`config.mk`:
```
export PLATFORM = sky130hd
export DESIGN_NAME = wwrf_top
export DESIGN_NICKNAME = d
export VERILOG_FILES = /design/src/design/wwrf_sync.v /design/src/design/wwrf_top.v
export VERILOG_INCLUDE_DIRS = /design/src /design/src/design
export SDC_FILE = /design/constraint.sdc
export NUM_CORES = 1
export LEC_CHECK = 0
export BUFFER_PORTS_ARGS = -buffer_cell sky130_fd_sc_hd__buf_2
export CAP_MARGIN = 40
export CORE_ASPECT_RATIO = 1.1
export CORE_MARGIN = 3
export CORE_UTILIZATION = 58
export CTS_CLUSTER_SIZE = 12
export DETAILED_ROUTE_END_ITERATION = 7
export PLACE_DENSITY = 0.95
export SETUP_SLACK_MARGIN = 0.1
export SLEW_MARGIN = 15
export SYNTH_ARGS = -nofsm -noshare
export SYNTH_HDL_FRONTEND = slang
export SYNTH_HIERARCHICAL = 1
export SYNTH_SLANG_ARGS = --single-unit
```
`constraint.sdc`:
```
create_clock -name clk_in -period 6.2 [get_ports clk_in]
set_clock_uncertainty 0.15 [all_clocks]
set_input_delay 0.31 -clock clk_in [delete_from_list [all_inputs] [get_ports clk_in]]
set_output_delay 0.31 -clock clk_in [all_outputs]
set_load 0.01 [all_outputs]
```
`src/design/wwrf_defines.vh`:
```
`ifndef WWRF_DEFINES_VH
`define WWRF_DEFINES_VH

// Register word indices, byte address is four times these
`define WWRF_IDX_FLAGS       3'h0
`define WWRF_IDX_CTRL_PERIOD 3'h1
`define WWRF_IDX_CTRL_CLKWIN 3'h2
`define WWRF_IDX_PSC_LOW     3'h3
`define WWRF_IDX_PSC_HIGH    3'h4
`define WWRF_IDX_TIMER       3'h5

// Cause flag bit positions
`define WWRF_FLAG_STACK_OVERFLOW_FLAG 7
`define WWRF_FLAG_STACK_UNDERFLOW_FLAG 6
`define WWRF_FLAG_WV     5
`define WWRF_FLAG_WDT    4
`define WWRF_FLAG_PIN    3
`define WWRF_FLAG_RI     2
`define WWRF_FLAG_POR    1
`define WWRF_FLAG_BOR    0

// Flag image loaded by power-on reset
`define WWRF_FLAGS_POR 8'h3C

// Control field positions
`define WWRF_PS_LSB  1
`define WWRF_PS_MSB  5
`define WWRF_SEN_BIT 0
`define WWRF_CS_LSB  4
`define WWRF_CS_MSB  6
`define WWRF_WIN_LSB 0
`define WWRF_WIN_MSB 2

// Configuration codes and reset values
`define WWRF_PERIOD_SW     5'h1F
`define WWRF_PS_RESET_SW   5'h0B
`define WWRF_PS_MAX_CODE   5'h12
`define WWRF_CLOCK_SW      3'h7
`define WWRF_CS_RESET_SW   3'h0
`define WWRF_CS_LOW_OSC    3'h0
`define WWRF_CS_MED_OSC    3'h1
`define WWRF_WINDOW_SW     3'h7
`define WWRF_WINDOW_FULL   3'h7
`define WWRF_WCTR_LAST     5'h1F

// Operating modes
`define WWRF_MODE_ON       2'h3
`define WWRF_MODE_SLEEPOFF 2'h2
`define WWRF_MODE_SW       2'h1

`endif

```
`src/design/wwrf_sync.v`:
```
`default_nettype none

module wwrf_sync
#(
  parameter WIDTH = 2
)
(
  // Clock and reset
  input  wire             clk_in,
  input  wire             reset_in,
  // Asynchronous levels in, synchronised levels out
  input  wire [WIDTH-1:0] async_in,
  output reg  [WIDTH-1:0] sync_out
);

  reg [WIDTH-1:0] stage_one;

  // Two flip-flop synchroniser
  always @(posedge clk_in)
  begin
    if (reset_in)
    begin
      stage_one <= {WIDTH{1'b0}};
      sync_out  <= {WIDTH{1'b0}};
    end
    else
    begin
      stage_one <= async_in;
      sync_out  <= stage_one;
    end
  end

endmodule // wwrf_sync

`default_nettype wire

```
`src/design/wwrf_top.v`:
```
// The register addresses and the Avalon-MM interface to the registers were chosen for this implementation.
`default_nettype none
`include "wwrf_defines.vh"

module wwrf_top
(
  // Clock and reset
  input  wire        clk_in,
  input  wire        reset_in,
  // Avalon-MM slave
  input  wire [4:0]  avs_address_in,
  input  wire        avs_read_in,
  input  wire        avs_write_in,
  input  wire [31:0] avs_writedata_in,
  input  wire [3:0]  avs_byteenable_in,
  output reg  [31:0] avs_readdata_out,
  output reg         avs_waitrequest_out,
  // Watchdog oscillators
  input  wire        low_freq_oscillator_in,
  input  wire        medium_freq_oscillator_in,
  // Configuration word fields
  input  wire [1:0]  config_mode_field_in,
  input  wire [4:0]  config_period_field_in,
  input  wire [2:0]  config_clock_field_in,
  input  wire [2:0]  config_window_field_in,
  // Core events
  input  wire        watchdog_clear_instruction_in,
  input  wire        sleep_in,
  // Reset causes, valid while reset_in is high
  input  wire        por_cause_in,
  input  wire        bor_cause_in,
  input  wire        pin_reset_cause_in,
  input  wire        reset_instr_cause_in,
  input  wire        stack_overflow_cause_in,
  input  wire        stack_underflow_cause_in,
  // Watchdog results
  output reg         wdt_reset_req_out,
  output reg         wdt_wake_out
);

  // Software visible state
  reg  [7:0]  reset_cause_flags;
  reg  [4:0]  prescale_select;
  reg         software_enable_bit;
  reg  [2:0]  clock_select;
  reg  [2:0]  window_size;
  // Counters and arming
  reg  [17:0] prescale_counter;
  reg  [4:0]  window_counter;
  reg         armed;
  // Pending causes carried into the reset
  reg         pend_timeout;
  reg         pend_violation;
  // Edge history
  reg         osc_prev;
  reg         sleep_prev;

  wire [1:0]  osc_sync;
  wire        osc_sel;
  wire        wdt_tick;
  wire        run;
  wire        windowed;
  wire        window_open;
  wire [4:0]  ps_eff;
  wire [17:0] psc_max;
  wire        expire;
  wire        bus_req;
  wire        bus_take;
  wire        bus_done;
  wire [2:0]  reg_idx;
  wire        wr_lane;
  wire        wr_ctrl;
  wire        clr_bad;
  wire        clear_cnt;
  reg  [7:0]  rd_byte;

  // Oscillator pins pass two flip-flops
  wwrf_sync #(
    .WIDTH (2)
  ) u_osc_sync (
    .clk_in   (clk_in),
    .reset_in (reset_in),
    .async_in ({medium_freq_oscillator_in, low_freq_oscillator_in}),
    .sync_out (osc_sync)
  );

  assign osc_sel  = (clock_select == `WWRF_CS_LOW_OSC) ? osc_sync[0] :
                    (clock_select == `WWRF_CS_MED_OSC) ? osc_sync[1] : 1'b0;
  assign wdt_tick = osc_sel & ~osc_prev;

  // enable bit only in mode 01
  assign run = (config_mode_field_in == `WWRF_MODE_ON) |
               ((config_mode_field_in == `WWRF_MODE_SLEEPOFF) & ~sleep_in) |
               ((config_mode_field_in == `WWRF_MODE_SW) & software_enable_bit);

  // reserved codes fall back to 1:32
  assign ps_eff  = (prescale_select > `WWRF_PS_MAX_CODE) ? 5'h00 : prescale_select;
  assign psc_max = (18'h0_0001 << ps_eff) - 18'h0_0001;

  // expiry when the full ratio is counted
  assign expire = run & wdt_tick & (prescale_counter == psc_max) &
                  (window_counter == `WWRF_WCTR_LAST);

  // closed share is seven minus code eighths
  // window test on the five timer bits
  assign windowed    = (window_size != `WWRF_WINDOW_FULL);
  assign window_open = (window_counter >= {~window_size, 2'b00});

  // Bus decode
  assign bus_req  = avs_read_in | avs_write_in;
  assign bus_take = bus_req & avs_waitrequest_out;
  assign bus_done = bus_req & ~avs_waitrequest_out;
  assign reg_idx  = avs_address_in[4:2];
  assign wr_lane  = bus_done & avs_write_in & avs_byteenable_in[0];
  assign wr_ctrl  = wr_lane & ((reg_idx == `WWRF_IDX_CTRL_PERIOD) |
                               (reg_idx == `WWRF_IDX_CTRL_CLKWIN));

  // in windowed mode, clear while unarmed is a violation
  // clear outside the open window is a violation
  assign clr_bad = watchdog_clear_instruction_in & run & windowed &
                   (~armed | ~window_open);

  // Counter clearing events
  assign clear_cnt = ~run | (sleep_in != sleep_prev) | wr_ctrl |
                     (watchdog_clear_instruction_in & ~clr_bad);

  // Read multiplexer
  always @*
  begin
    case (reg_idx)
      `WWRF_IDX_FLAGS:       rd_byte = reset_cause_flags;
      `WWRF_IDX_CTRL_PERIOD: rd_byte = {2'b00, prescale_select, software_enable_bit};
      `WWRF_IDX_CTRL_CLKWIN: rd_byte = {1'b0, clock_select, 1'b0, window_size};
      `WWRF_IDX_PSC_LOW:     rd_byte = prescale_counter[7:0];
      `WWRF_IDX_PSC_HIGH:    rd_byte = prescale_counter[15:8];
      `WWRF_IDX_TIMER:       rd_byte = {window_counter, armed, prescale_counter[17:16]};
      default:               rd_byte = 8'h00;
    endcase
  end

  // Bus slave handshake, one wait cycle per access
  always @(posedge clk_in)
  begin
    if (reset_in)
    begin
      avs_waitrequest_out <= 1'b1;
      avs_readdata_out    <= 32'h0000_0000;
    end
    else
    begin
      avs_waitrequest_out <= ~bus_take;
      if (bus_take & avs_read_in)
        avs_readdata_out <= {24'h00_0000, rd_byte};
    end
  end

  // Reset cause flags
  always @(posedge clk_in)
  begin
    if (reset_in)
    begin
      if (por_cause_in)
        reset_cause_flags <= `WWRF_FLAGS_POR;
      else if (bor_cause_in)
        reset_cause_flags <= {6'b00_1111, reset_cause_flags[`WWRF_FLAG_POR], 1'b0};
      else
      begin
        if (pin_reset_cause_in)
          reset_cause_flags[`WWRF_FLAG_PIN] <= 1'b0;
        if (reset_instr_cause_in)
          reset_cause_flags[`WWRF_FLAG_RI] <= 1'b0;
        if (stack_overflow_cause_in)
          reset_cause_flags[`WWRF_FLAG_STACK_OVERFLOW_FLAG] <= 1'b1;
        if (stack_underflow_cause_in)
          reset_cause_flags[`WWRF_FLAG_STACK_UNDERFLOW_FLAG] <= 1'b1;
        if (pend_timeout)
          reset_cause_flags[`WWRF_FLAG_WDT] <= 1'b0;
        if (pend_violation)
          reset_cause_flags[`WWRF_FLAG_WV] <= 1'b0;
      end
    end
    // software value stored, no reset action
    else if (wr_lane & (reg_idx == `WWRF_IDX_FLAGS))
      reset_cause_flags <= avs_writedata_in[7:0];
  end

  // Control registers
  always @(posedge clk_in)
  begin
    if (reset_in)
    begin
      if (config_period_field_in == `WWRF_PERIOD_SW)
        prescale_select <= `WWRF_PS_RESET_SW;
      else
        prescale_select <= config_period_field_in;
      software_enable_bit <= 1'b0;
      if (config_clock_field_in == `WWRF_CLOCK_SW)
        clock_select <= `WWRF_CS_RESET_SW;
      else
        clock_select <= config_clock_field_in;
      window_size <= config_window_field_in;
    end
    else if (wr_lane & (reg_idx == `WWRF_IDX_CTRL_PERIOD))
    begin
      software_enable_bit <= avs_writedata_in[`WWRF_SEN_BIT];
      // prescale writable only in software period mode
      if (config_period_field_in == `WWRF_PERIOD_SW)
        prescale_select <= avs_writedata_in[`WWRF_PS_MSB:`WWRF_PS_LSB];
    end
    else if (wr_lane & (reg_idx == `WWRF_IDX_CTRL_CLKWIN))
    begin
      if (config_clock_field_in == `WWRF_CLOCK_SW)
        clock_select <= avs_writedata_in[`WWRF_CS_MSB:`WWRF_CS_LSB];
      if (config_window_field_in == `WWRF_WINDOW_SW)
        window_size <= avs_writedata_in[`WWRF_WIN_MSB:`WWRF_WIN_LSB];
    end
  end

  // Watchdog counters, arming and reset request
  always @(posedge clk_in)
  begin
    if (reset_in)
    begin
      prescale_counter  <= 18'h0_0000;
      window_counter    <= 5'h00;
      armed             <= 1'b0;
      osc_prev          <= 1'b0;
      sleep_prev        <= 1'b0;
      wdt_reset_req_out <= 1'b0;
      wdt_wake_out      <= 1'b0;
      if (por_cause_in)
      begin
        pend_timeout   <= 1'b0;
        pend_violation <= 1'b0;
      end
    end
    else
    begin
      osc_prev     <= osc_sel;
      sleep_prev   <= sleep_in;
      wdt_wake_out <= 1'b0;
      if (~wdt_reset_req_out)
      begin
        pend_timeout   <= 1'b0;
        pend_violation <= 1'b0;
      end
      if (wdt_reset_req_out)
      begin
        // Frozen until the system reset arrives
        prescale_counter <= prescale_counter;
      end
      else if (clr_bad)
      begin
        wdt_reset_req_out <= 1'b1;
        pend_violation    <= 1'b1;
      end
      else if (clear_cnt)
      begin
        prescale_counter <= 18'h0_0000;
        window_counter   <= 5'h00;
        armed            <= 1'b0;
      end
      else if (expire)
      begin
        prescale_counter <= 18'h0_0000;
        window_counter   <= 5'h00;
        armed            <= 1'b0;
        // timeout requests reset, or wakes from sleep
        if (sleep_in)
          wdt_wake_out <= 1'b1;
        else
        begin
          wdt_reset_req_out <= 1'b1;
          pend_timeout      <= 1'b1;
        end
      end
      else
      begin
        // one prescale step per watchdog clock
        if (run & wdt_tick)
        begin
          if (prescale_counter == psc_max)
          begin
            prescale_counter <= 18'h0_0000;
            window_counter   <= window_counter + 5'h01;
          end
          else
            prescale_counter <= prescale_counter + 18'h0_0001;
        end
        if (bus_done & avs_read_in & (reg_idx == `WWRF_IDX_CTRL_PERIOD) & windowed)
          armed <= 1'b1;
      end
    end
  end

endmodule // wwrf_top

`default_nettype wire

```
==> results by group, run 1 <==
Die
  • Die height: 95.3 um
  • I/O Pins: 103
  • Core Rows: 31
  • Area of the core: 6790 um2
  • Initial Util: 61.9%
  • Die area: 8310 um2
  • Die extent in x: 87.2 um

Worst setup path
  • Reg-to-Reg Start: prescale_select[1]
  • Worst setup startpoint: prescale_select[1]
  • CP delay by family, top: compound AO/OA/AOI/OAI gates
  • Worst path depth: 11
  • Critical Path End Type: flip-flop
  • Crit path launch type: flip-flop
  • Crit Path Class: flip-flop to flip-flop
  • CP required: 6.30 ns
  • Crit-path most repeated cell: a21o_1
  • CP max FO: 23
  • Data arrival time of the worst path: 4.17 ns
  • Worst R2R End: window_counter[2]
  • Crit-path max cell delay: 0.72 ns
  • Critical path's slowest cell: edfxtp_1
  • CP endpoint: window_counter[2]
  • CP cell instances: nor3_2 > a22oi_1 > ha_1 > nor3_1 > o2111ai_1 > xor2_1 > and4b_1 > a21o_1 > a31o_1 > a21o_1 > o221ai_1
  • Reg-to-reg slack, setup: 2.13 ns
  • WP buf/inv: 0
  • Worst Reg-to-Reg Cells: 11

CTS
  • Clock tree buffer depth: 2
  • Clock Sinks: 63
  • Clock slew at reported path FFs: 0.07 ns
  • Post_cts resized: 0
  • CTS HTree Levels: 3
  • Clk Tree Root Cell: clkbuf_8
  • Hold Buf Count CTS: 0
  • TritonCTS clock tree: yes
  • CTS Buf Count: 9
  • Clock Latency Late Sink: 0.34 ns
  • Setup Buffers After CTS: 0

Synthesis
  • EDFF count, synth: 21
  • Top cell type's share of synthesized area: 20.0%
  • Yosys cell types: 76
  • Post-synth top area cell: dfxtp_1
  • Synth Instances: 477
  • Mean Syn Cell Area: 8.81 um2
  • Ys async rst share: 0%
  • Yosys Warn Count: 6
  • Synth area leaders: dfxtp_1, edfxtp_1, buf_4
  • Sequential element share of the synthesized area: 35.0%
  • Synth Flop Type: dfxtp_1
  • #FFs+latches synth: 63
  • Post-Syn Area: 4200 um2

Layout
  • Fin nets: 583
  • Area growth, synth to finish: 7.02%
  • Share of layout cells above drive strength 1: 16.8%
  • Diodes inserted: 0
  • Final cell count without fillers: 594
  • Post-layout util: 66.3%
  • Commonest non-fill, non-tap cell in the layout: nor2_1
  • Most frequent cells in the layout: nor2_1, buf_2, dfxtp_1

Pwr
  • Switching share of power: 28.9%
  • Clk pwr share: 33.7%
  • Pleak: 1.82 nW
  • Power Dens Cells: 217 nW/um2
  • Cell-internal power: 0.000694 W
  • P_sw: 0.000282 W
  • Max IR drop VDD: 0.189 mV
  • Comb pwr share: 17.2%
  • Share of total power in sequential cells: 49.1%

STA
  • Pins Over Slew Limit: 0
  • Hold WS: 0.0320 ns
  • RSZ-0062 raised after global routing: no
  • Final period util: 65.6%
  • Setup TNS: 0 ns
  • Max frequency: 0.246 GHz
  • Worst-Margin Slew: 0.846 ns
  • Final setup viols: 0
  • Final hold vios: 0
  • Relative max-transition margin: 43.6%
  • Fin crit period: 4.07 ns

Routing
  • 1st-pass router iterations: 5
  • # DRC: 0
  • Routed len/inst: 17.8 um
  • DRT iter0 DRCs: 358
  • Final Routed Wirelength: 10,600 um
  • Via count: 3,725
  • Antenna viol nets, final: 0
  • DR vias/cell: 6.27

Place
  • Inst Count DP: 578
  • HPWL after detailed placement: 7460 um
  • Gp weighted congestion: 0.934
  • Port bufs: 49

Flow run
  • Max-cap violations: 0

Global route
  • Initial antenna violation count: 0
  • Vias in the first global route: 3,598
  • Largest net degree at the start of global routing: 45
  • First-pass GRT wire length: 16,800 um
  • Total global-route track usage: 26.0%
  • Gr ovfl total: 0

Status
  • Status: complete, no violations

Worst hold path
  • Min-Delay Path Class: primary input to flip-flop
## Yosys cell counts (all sizes together) (3+ instances only)
library cell	instances
a211o	3
a211oi	8
a21boi	3
a21o	5
a21oi	13
a22oi	5
a31o	3
and2	5
and3	5
and4	3
and4b	3
buf	40
clkbuf	14
dfxtp	42
edfxtp	21
ha	8
inv	22
mux2	7
mux2i	13
mux4	3
nand2	41
nand2b	5
nand3	16
nand3b	3
nand4	7
nor2	52
nor2b	11
nor3	9
nor3b	8
o211ai	6
o21a	8
o21ai	13
o221ai	5
xnor2	23
xor2	8
## final cells by class
cell class                 instances  area [um2]
clock buffer                      13         169
timing repair buffer              50         249
sequential                        63        1470
inverter                          22        82.6
fill                             482        2290
clock inverter                     3        17.5
tap                               82         103
multi-input combinational        361        2410
## power by group through the flow
stage	clock, W	sequential, W	combinational, W
floorplan	0	0.000467	0.000150
global placement	0	0.000485	0.000157
detailed placement	0	0.000486	0.000165
CTS	0.000330	0.000477	0.000166
global route	0.000350	0.000480	0.000185
finish	0.000329	0.000479	0.000168
## worst reg2reg max path, delay by kind of cell, from the launching register on
| kind | cells | cell delay, ns |
|---|---|---|
| simple gates | 3 | 0.93 |
| fa+ha+maj | 1 | 0.39 |
| flops | 1 | 0.72 |
| compound gates | 6 | 1.57 |
| xor+xnor | 1 | 0.22 |
## layer usage
| layer | track usage, % | vias to the layer above | part of all wire (%) |
|---|---|---|---|
| met2 | 47.7 | 226 | 52 |
| met3 | 5.79 | 44 | 8.7 |
| li1 | - | 1715 | - |
| met4 | 11.6 | 0 | 3.5 |
| met1 | 28.2 | 1740 | 36 |
| met5 | 0 | - | 0 |
## cell families (layout without fill, tap and decap cells)
logic type / count (synthesis) / count (layout) / share of synthesized area, %
flops: 63 / 63 / 35.0
other cells: 1 / 24 / 0.0892
xor+xnor: 31 / 31 / 6.46
mux: 23 / 23 / 6.67
compound gates: 92 / 92 / 15.9
buf+inv: 76 / 88 / 9.79
fa+ha+maj: 8 / 8 / 2.38
simple gates: 183 / 183 / 23.7
## sequential cells by signal, indices dropped and copies added, names as in the netlist, 3 cells and up
register,count
avs_readdata_out,8
clock_select,3
prescale_counter,18
prescale_select,5
reset_cause_flags,8
window_counter,5
window_size,3
## how the worst min path moves through the flow
stage                             from                      end  depth (start not counted)
2_1_floorplan                 reset_in  u_osc_sync/stage_one[0]                          1
3_3_place_gp   u_osc_sync/stage_one[1]   u_osc_sync/sync_out[1]                          1
3_5_place_dp   u_osc_sync/stage_one[1]   u_osc_sync/sync_out[1]                          1
4_1_cts                   avs_write_in      avs_waitrequest_out                          2
5_1_grt                   avs_write_in      avs_waitrequest_out                          2
6_report                  avs_write_in      avs_waitrequest_out                          2
## through the flow
stage | cell area, um2 | power, W | setup slack [ns]
2_1_floorplan | 4290 | 0.000618 | 2.88
3_3_place_gp | 4310 | 0.000642 | 2.30
3_5_place_dp | 4310 | 0.000651 | 2.19
4_1_cts | 4500 | 0.000973 | 2.17
5_1_grt | 4500 | 0.00102 | 1.85
6_report | 4500 | 0.000976 | 2.13
No activity file was read; power rests on OpenSTA's default activity.
==> run 2: changes to the inputs <==
--- a/config.mk
+++ b/config.mk
@@ -10,10 +10,10 @@
 export CAP_MARGIN = 40
 export CORE_ASPECT_RATIO = 1.1
 export CORE_MARGIN = 3
-export CORE_UTILIZATION = 58
+export CORE_UTILIZATION = 54
 export CTS_CLUSTER_SIZE = 12
 export DETAILED_ROUTE_END_ITERATION = 7
-export PLACE_DENSITY = 0.95
+export PLACE_DENSITY = 0.92
 export SETUP_SLACK_MARGIN = 0.1
 export SLEW_MARGIN = 15
 export SYNTH_ARGS = -nofsm -noshare
==> constraint.sdc (replaced) <==
create_clock -name clk_in -period 4.19 [get_ports clk_in]
set_clock_uncertainty 0.15 [all_clocks]
set_input_delay 0.2095 -clock clk_in [delete_from_list [all_inputs] [get_ports clk_in]]
set_output_delay 0.2095 -clock clk_in [all_outputs]
set_load 0.01 [all_outputs]
==> run 2 against run 1 <==
Sequential share of layout area decreased by 1.3 points. Worst hold slack got worse by 0.0087 ns. First-iteration DRC count shrank 9.2%. Register-to-register slack worse by 1.7 ns. Non-clock buffer count is 17 higher. Critical path depth grew 1. Largest cell class unchanged.
==> results by group, run 2 (synthesized netlist as in run 1, its figures left out) <==
Status
  • Status: complete, no violations (unchanged)

Worst setup path
  • Worst R2R End: prescale_counter[1] (was window_counter[2])
  • Data arrival time of the worst path: 3.89 ns (was 4.17 ns)
  • Crit-path max cell delay: 0.59 ns (was 0.72 ns)
  • CP required: 4.32 ns (was 6.30 ns)
  • Crit-path most repeated cell: a21o_1 (unchanged)
  • CP delay by family, top: compound AO/OA/AOI/OAI gates (unchanged)
  • CP max FO: 18 (was 23)
  • Critical Path End Type: flip-flop (unchanged)
  • Worst setup startpoint: prescale_select[1] (unchanged)
  • Crit path launch type: flip-flop (unchanged)
  • CP cell instances: nor3_2 > a22oi_1 > ha_1 > nor3_1 > o2111ai_1 > xor2_1 > and4b_1 > a21o_1 > a31o_1 > a21o_1 > buf_4 > nor2_1 (was nor3_2 > a22oi_1 > ha_1 > nor3_1 > o2111ai_1 > xor2_1 > and4b_1 > a21o_1 > a31o_1 > a21o_1 > o221ai_1)
  • WP buf/inv: 1 (was 0)
  • Reg-to-Reg Start: prescale_select[1] (unchanged)
  • Reg-to-reg slack, setup: 0.43 ns (was 2.13 ns)
  • Crit Path Class: flip-flop to flip-flop (unchanged)
  • CP endpoint: prescale_counter[1] (was window_counter[2])
  • Worst Reg-to-Reg Cells: 12 (was 11)
  • Worst path depth: 12 (was 11)
  • Critical path's slowest cell: edfxtp_1 (unchanged)

STA
  • Fin crit period: 3.76 ns (was 4.07 ns)
  • RSZ-0062 raised after global routing: no (unchanged)
  • Worst-Margin Slew: 0.744 ns (was 0.846 ns)
  • Final hold vios: 0 (unchanged)
  • Final setup viols: 0 (unchanged)
  • Setup TNS: 0 ns (unchanged)
  • Relative max-transition margin: 50.4% (was 43.6%)
  • Max frequency: 0.266 GHz (was 0.246 GHz)
  • Final period util: 89.6% (was 65.6%)
  • Hold WS: 0.0233 ns (was 0.0320 ns)
  • Pins Over Slew Limit: 0 (unchanged)

Global route
  • Initial antenna violation count: 0 (unchanged)
  • Total global-route track usage: 24.6% (was 26.0%)
  • First-pass GRT wire length: 17,600 um (was 16,800 um)
  • Largest net degree at the start of global routing: 45 (unchanged)
  • Vias in the first global route: 3,622 (was 3,598)
  • Gr ovfl total: 0 (unchanged)

Layout
  • Biggest regs: prescale_counter: 18 flops, avs_readdata_out: 8 flops, reset_cause_flags: 8 flops (unchanged)
  • Commonest non-fill, non-tap cell in the layout: nor2_1 (unchanged)
  • Diodes inserted: 0 (unchanged)
  • Most frequent cells in the layout: nor2_1, buf_2, dfxtp_1 (unchanged)
  • Share of layout cells above drive strength 1: 17.2% (was 16.8%)
  • Fill cells: 565 (was 482)
  • Area growth, synth to finish: 11.5% (was 7.02%)
  • Max reg flops: 18 (unchanged)
  • Largest Register: prescale_counter (unchanged)
  • Fin nets: 600 (was 583)

Die
  • I/O Pins: 103 (unchanged)
  • Die height: 98.5 um (was 95.3 um)
  • Die extent in x: 90.1 um (was 87.2 um)
  • Area of the core: 7510 um2 (was 6790 um2)
  • Die area: 8880 um2 (was 8310 um2)
  • Initial Util: 55.9% (was 61.9%)
  • Core Rows: 33 (was 31)

CTS
  • Clock Latency Late Sink: 0.35 ns (was 0.34 ns)
  • Clock Sinks: 63 (unchanged)
  • TritonCTS clock tree: yes (unchanged)
  • CTS HTree Levels: 3 (unchanged)
  • Clk Tree Root Cell: clkbuf_8 (unchanged)
  • Clock tree buffer depth: 2 (unchanged)
  • Clock slew at reported path FFs: 0.07 ns (about the same)
  • CTS Buf Count: 9 (unchanged)

Routing
  • Routed len/inst: 17.1 um (was 17.8 um)
  • 1st-pass router iterations: 6 (was 5)
  • DRT iter0 DRCs: 325 (was 358)
  • DR vias/cell: 5.97 (was 6.27)
  • Highest routed metal layer: met4 (unchanged)
  • M1 WL: 4110 um (was 3760 um)
  • Via count: 3,784 (was 3,725)
  • # DRC: 0 (unchanged)
  • Metal3 WL: 678 um (was 920 um)
  • Final Routed Wirelength: 10,800 um (was 10,600 um)
  • Wire length on met2: 5580 um (was 5510 um)
  • Antenna viol nets, final: 0 (unchanged)

Pwr
  • Power Dens Cells: 318 nW/um2 (was 217 nW/um2)
  • Pleak: 1.89 nW (was 1.82 nW)
  • Max IR drop VDD: 0.240 mV (was 0.189 mV)

Place
  • HPWL after detailed placement: 7390 um (was 7460 um)
  • Port bufs: 49 (unchanged)
  • Gp weighted congestion: 0.926 (was 0.934)

Worst hold path
  • Min-Delay Path Class: primary input to flip-flop (unchanged)

Flow run
  • Max-cap violations: 0 (unchanged)
==> run 2: per-layer routing <==
| layer | up-vias | GRT usage, % |
|---|---|---|
| li1 | 1748 | - |
| met1 | 1786 | 26.2 |
| met2 | 200 | 45.9 |
| met3 | 50 | 4.96 |
| met4 | 0 | 12.2 |
| met5 | - | 0 |
==> run 2: worst min-delay path by stage <==
stage	slack [ns]	startpoint	cells past startpoint	end
6_report	0.02	config_window_field_in[1]	3	window_size[1]
4_1_cts	0.002	avs_writedata_in[5]	2	reset_cause_flags[5]
3_5_place_dp	0.28	u_osc_sync/stage_one[0]	1	u_osc_sync/sync_out[0]
2_1_floorplan	0.13	reset_in	1	u_osc_sync/stage_one[0]
5_1_grt	0.02	reset_instr_cause_in	2	reset_cause_flags[2]
3_3_place_gp	0.27	u_osc_sync/stage_one[0]	1	u_osc_sync/sync_out[0]
==> run 2: metrics by stage <==
step	instance area [um2]	utilization [%]	std cells	total power, W	setup slack [ns]
2_1_floorplan	4290	-	500	0.000914	0.868
3_3_place_gp	4380	58.3	606	0.000956	0.634
3_5_place_dp	4390	58.4	607	0.000968	0.525
4_1_cts	4690	62.4	634	0.00148	0.488
5_1_grt	4690	62.4	634	0.00155	0.207
6_report	4690	62.4	634	0.00149	0.435
==> run 2: area by class of cell <==
type | instances | area, um2 | share of cell area, %
Clock buffer | 10 | 128 | 2.72
Clock inverter | 6 | 61.3 | 1.31
Inverter | 22 | 82.6 | 1.76
Multi-Input combinational cell | 361 | 2410 | 51.4
Sequential cell | 63 | 1470 | 31.4
Tap cell | 105 | 131 | 2.80
Timing Repair Buffer | 67 | 404 | 8.62
==> run 2: timing repair <==
item | in CTS | in global routing
hold buffers | 11 | 0
setup buffers | 0 | 0
resized for setup | 0 | 0
endpoints found under the hold margin | 10 | 0
==> run 2: worst reg2reg max path, stage by stage, from the launching register on <==
cell and delay [ns]:
edfxtp_1 0.59, nor3_2 0.47, a22oi_1 0.20, ha_1 0.38, nor3_1 0.22, o2111ai_1 0.21, xor2_1 0.19, and4b_1 0.22
a21o_1 0.22, a31o_1 0.22, a21o_1 0.24, buf_4 0.23, nor2_1 0.13
==> run 2: power breakdown <==
part	total, W	switching, W	internal, W
logic	0.000284	0.000167	0.000117
clock network	0.000515	0.000242	0.000272
registers	0.000693	0.0000312	0.000662
total	0.00149	0.000441	0.00105
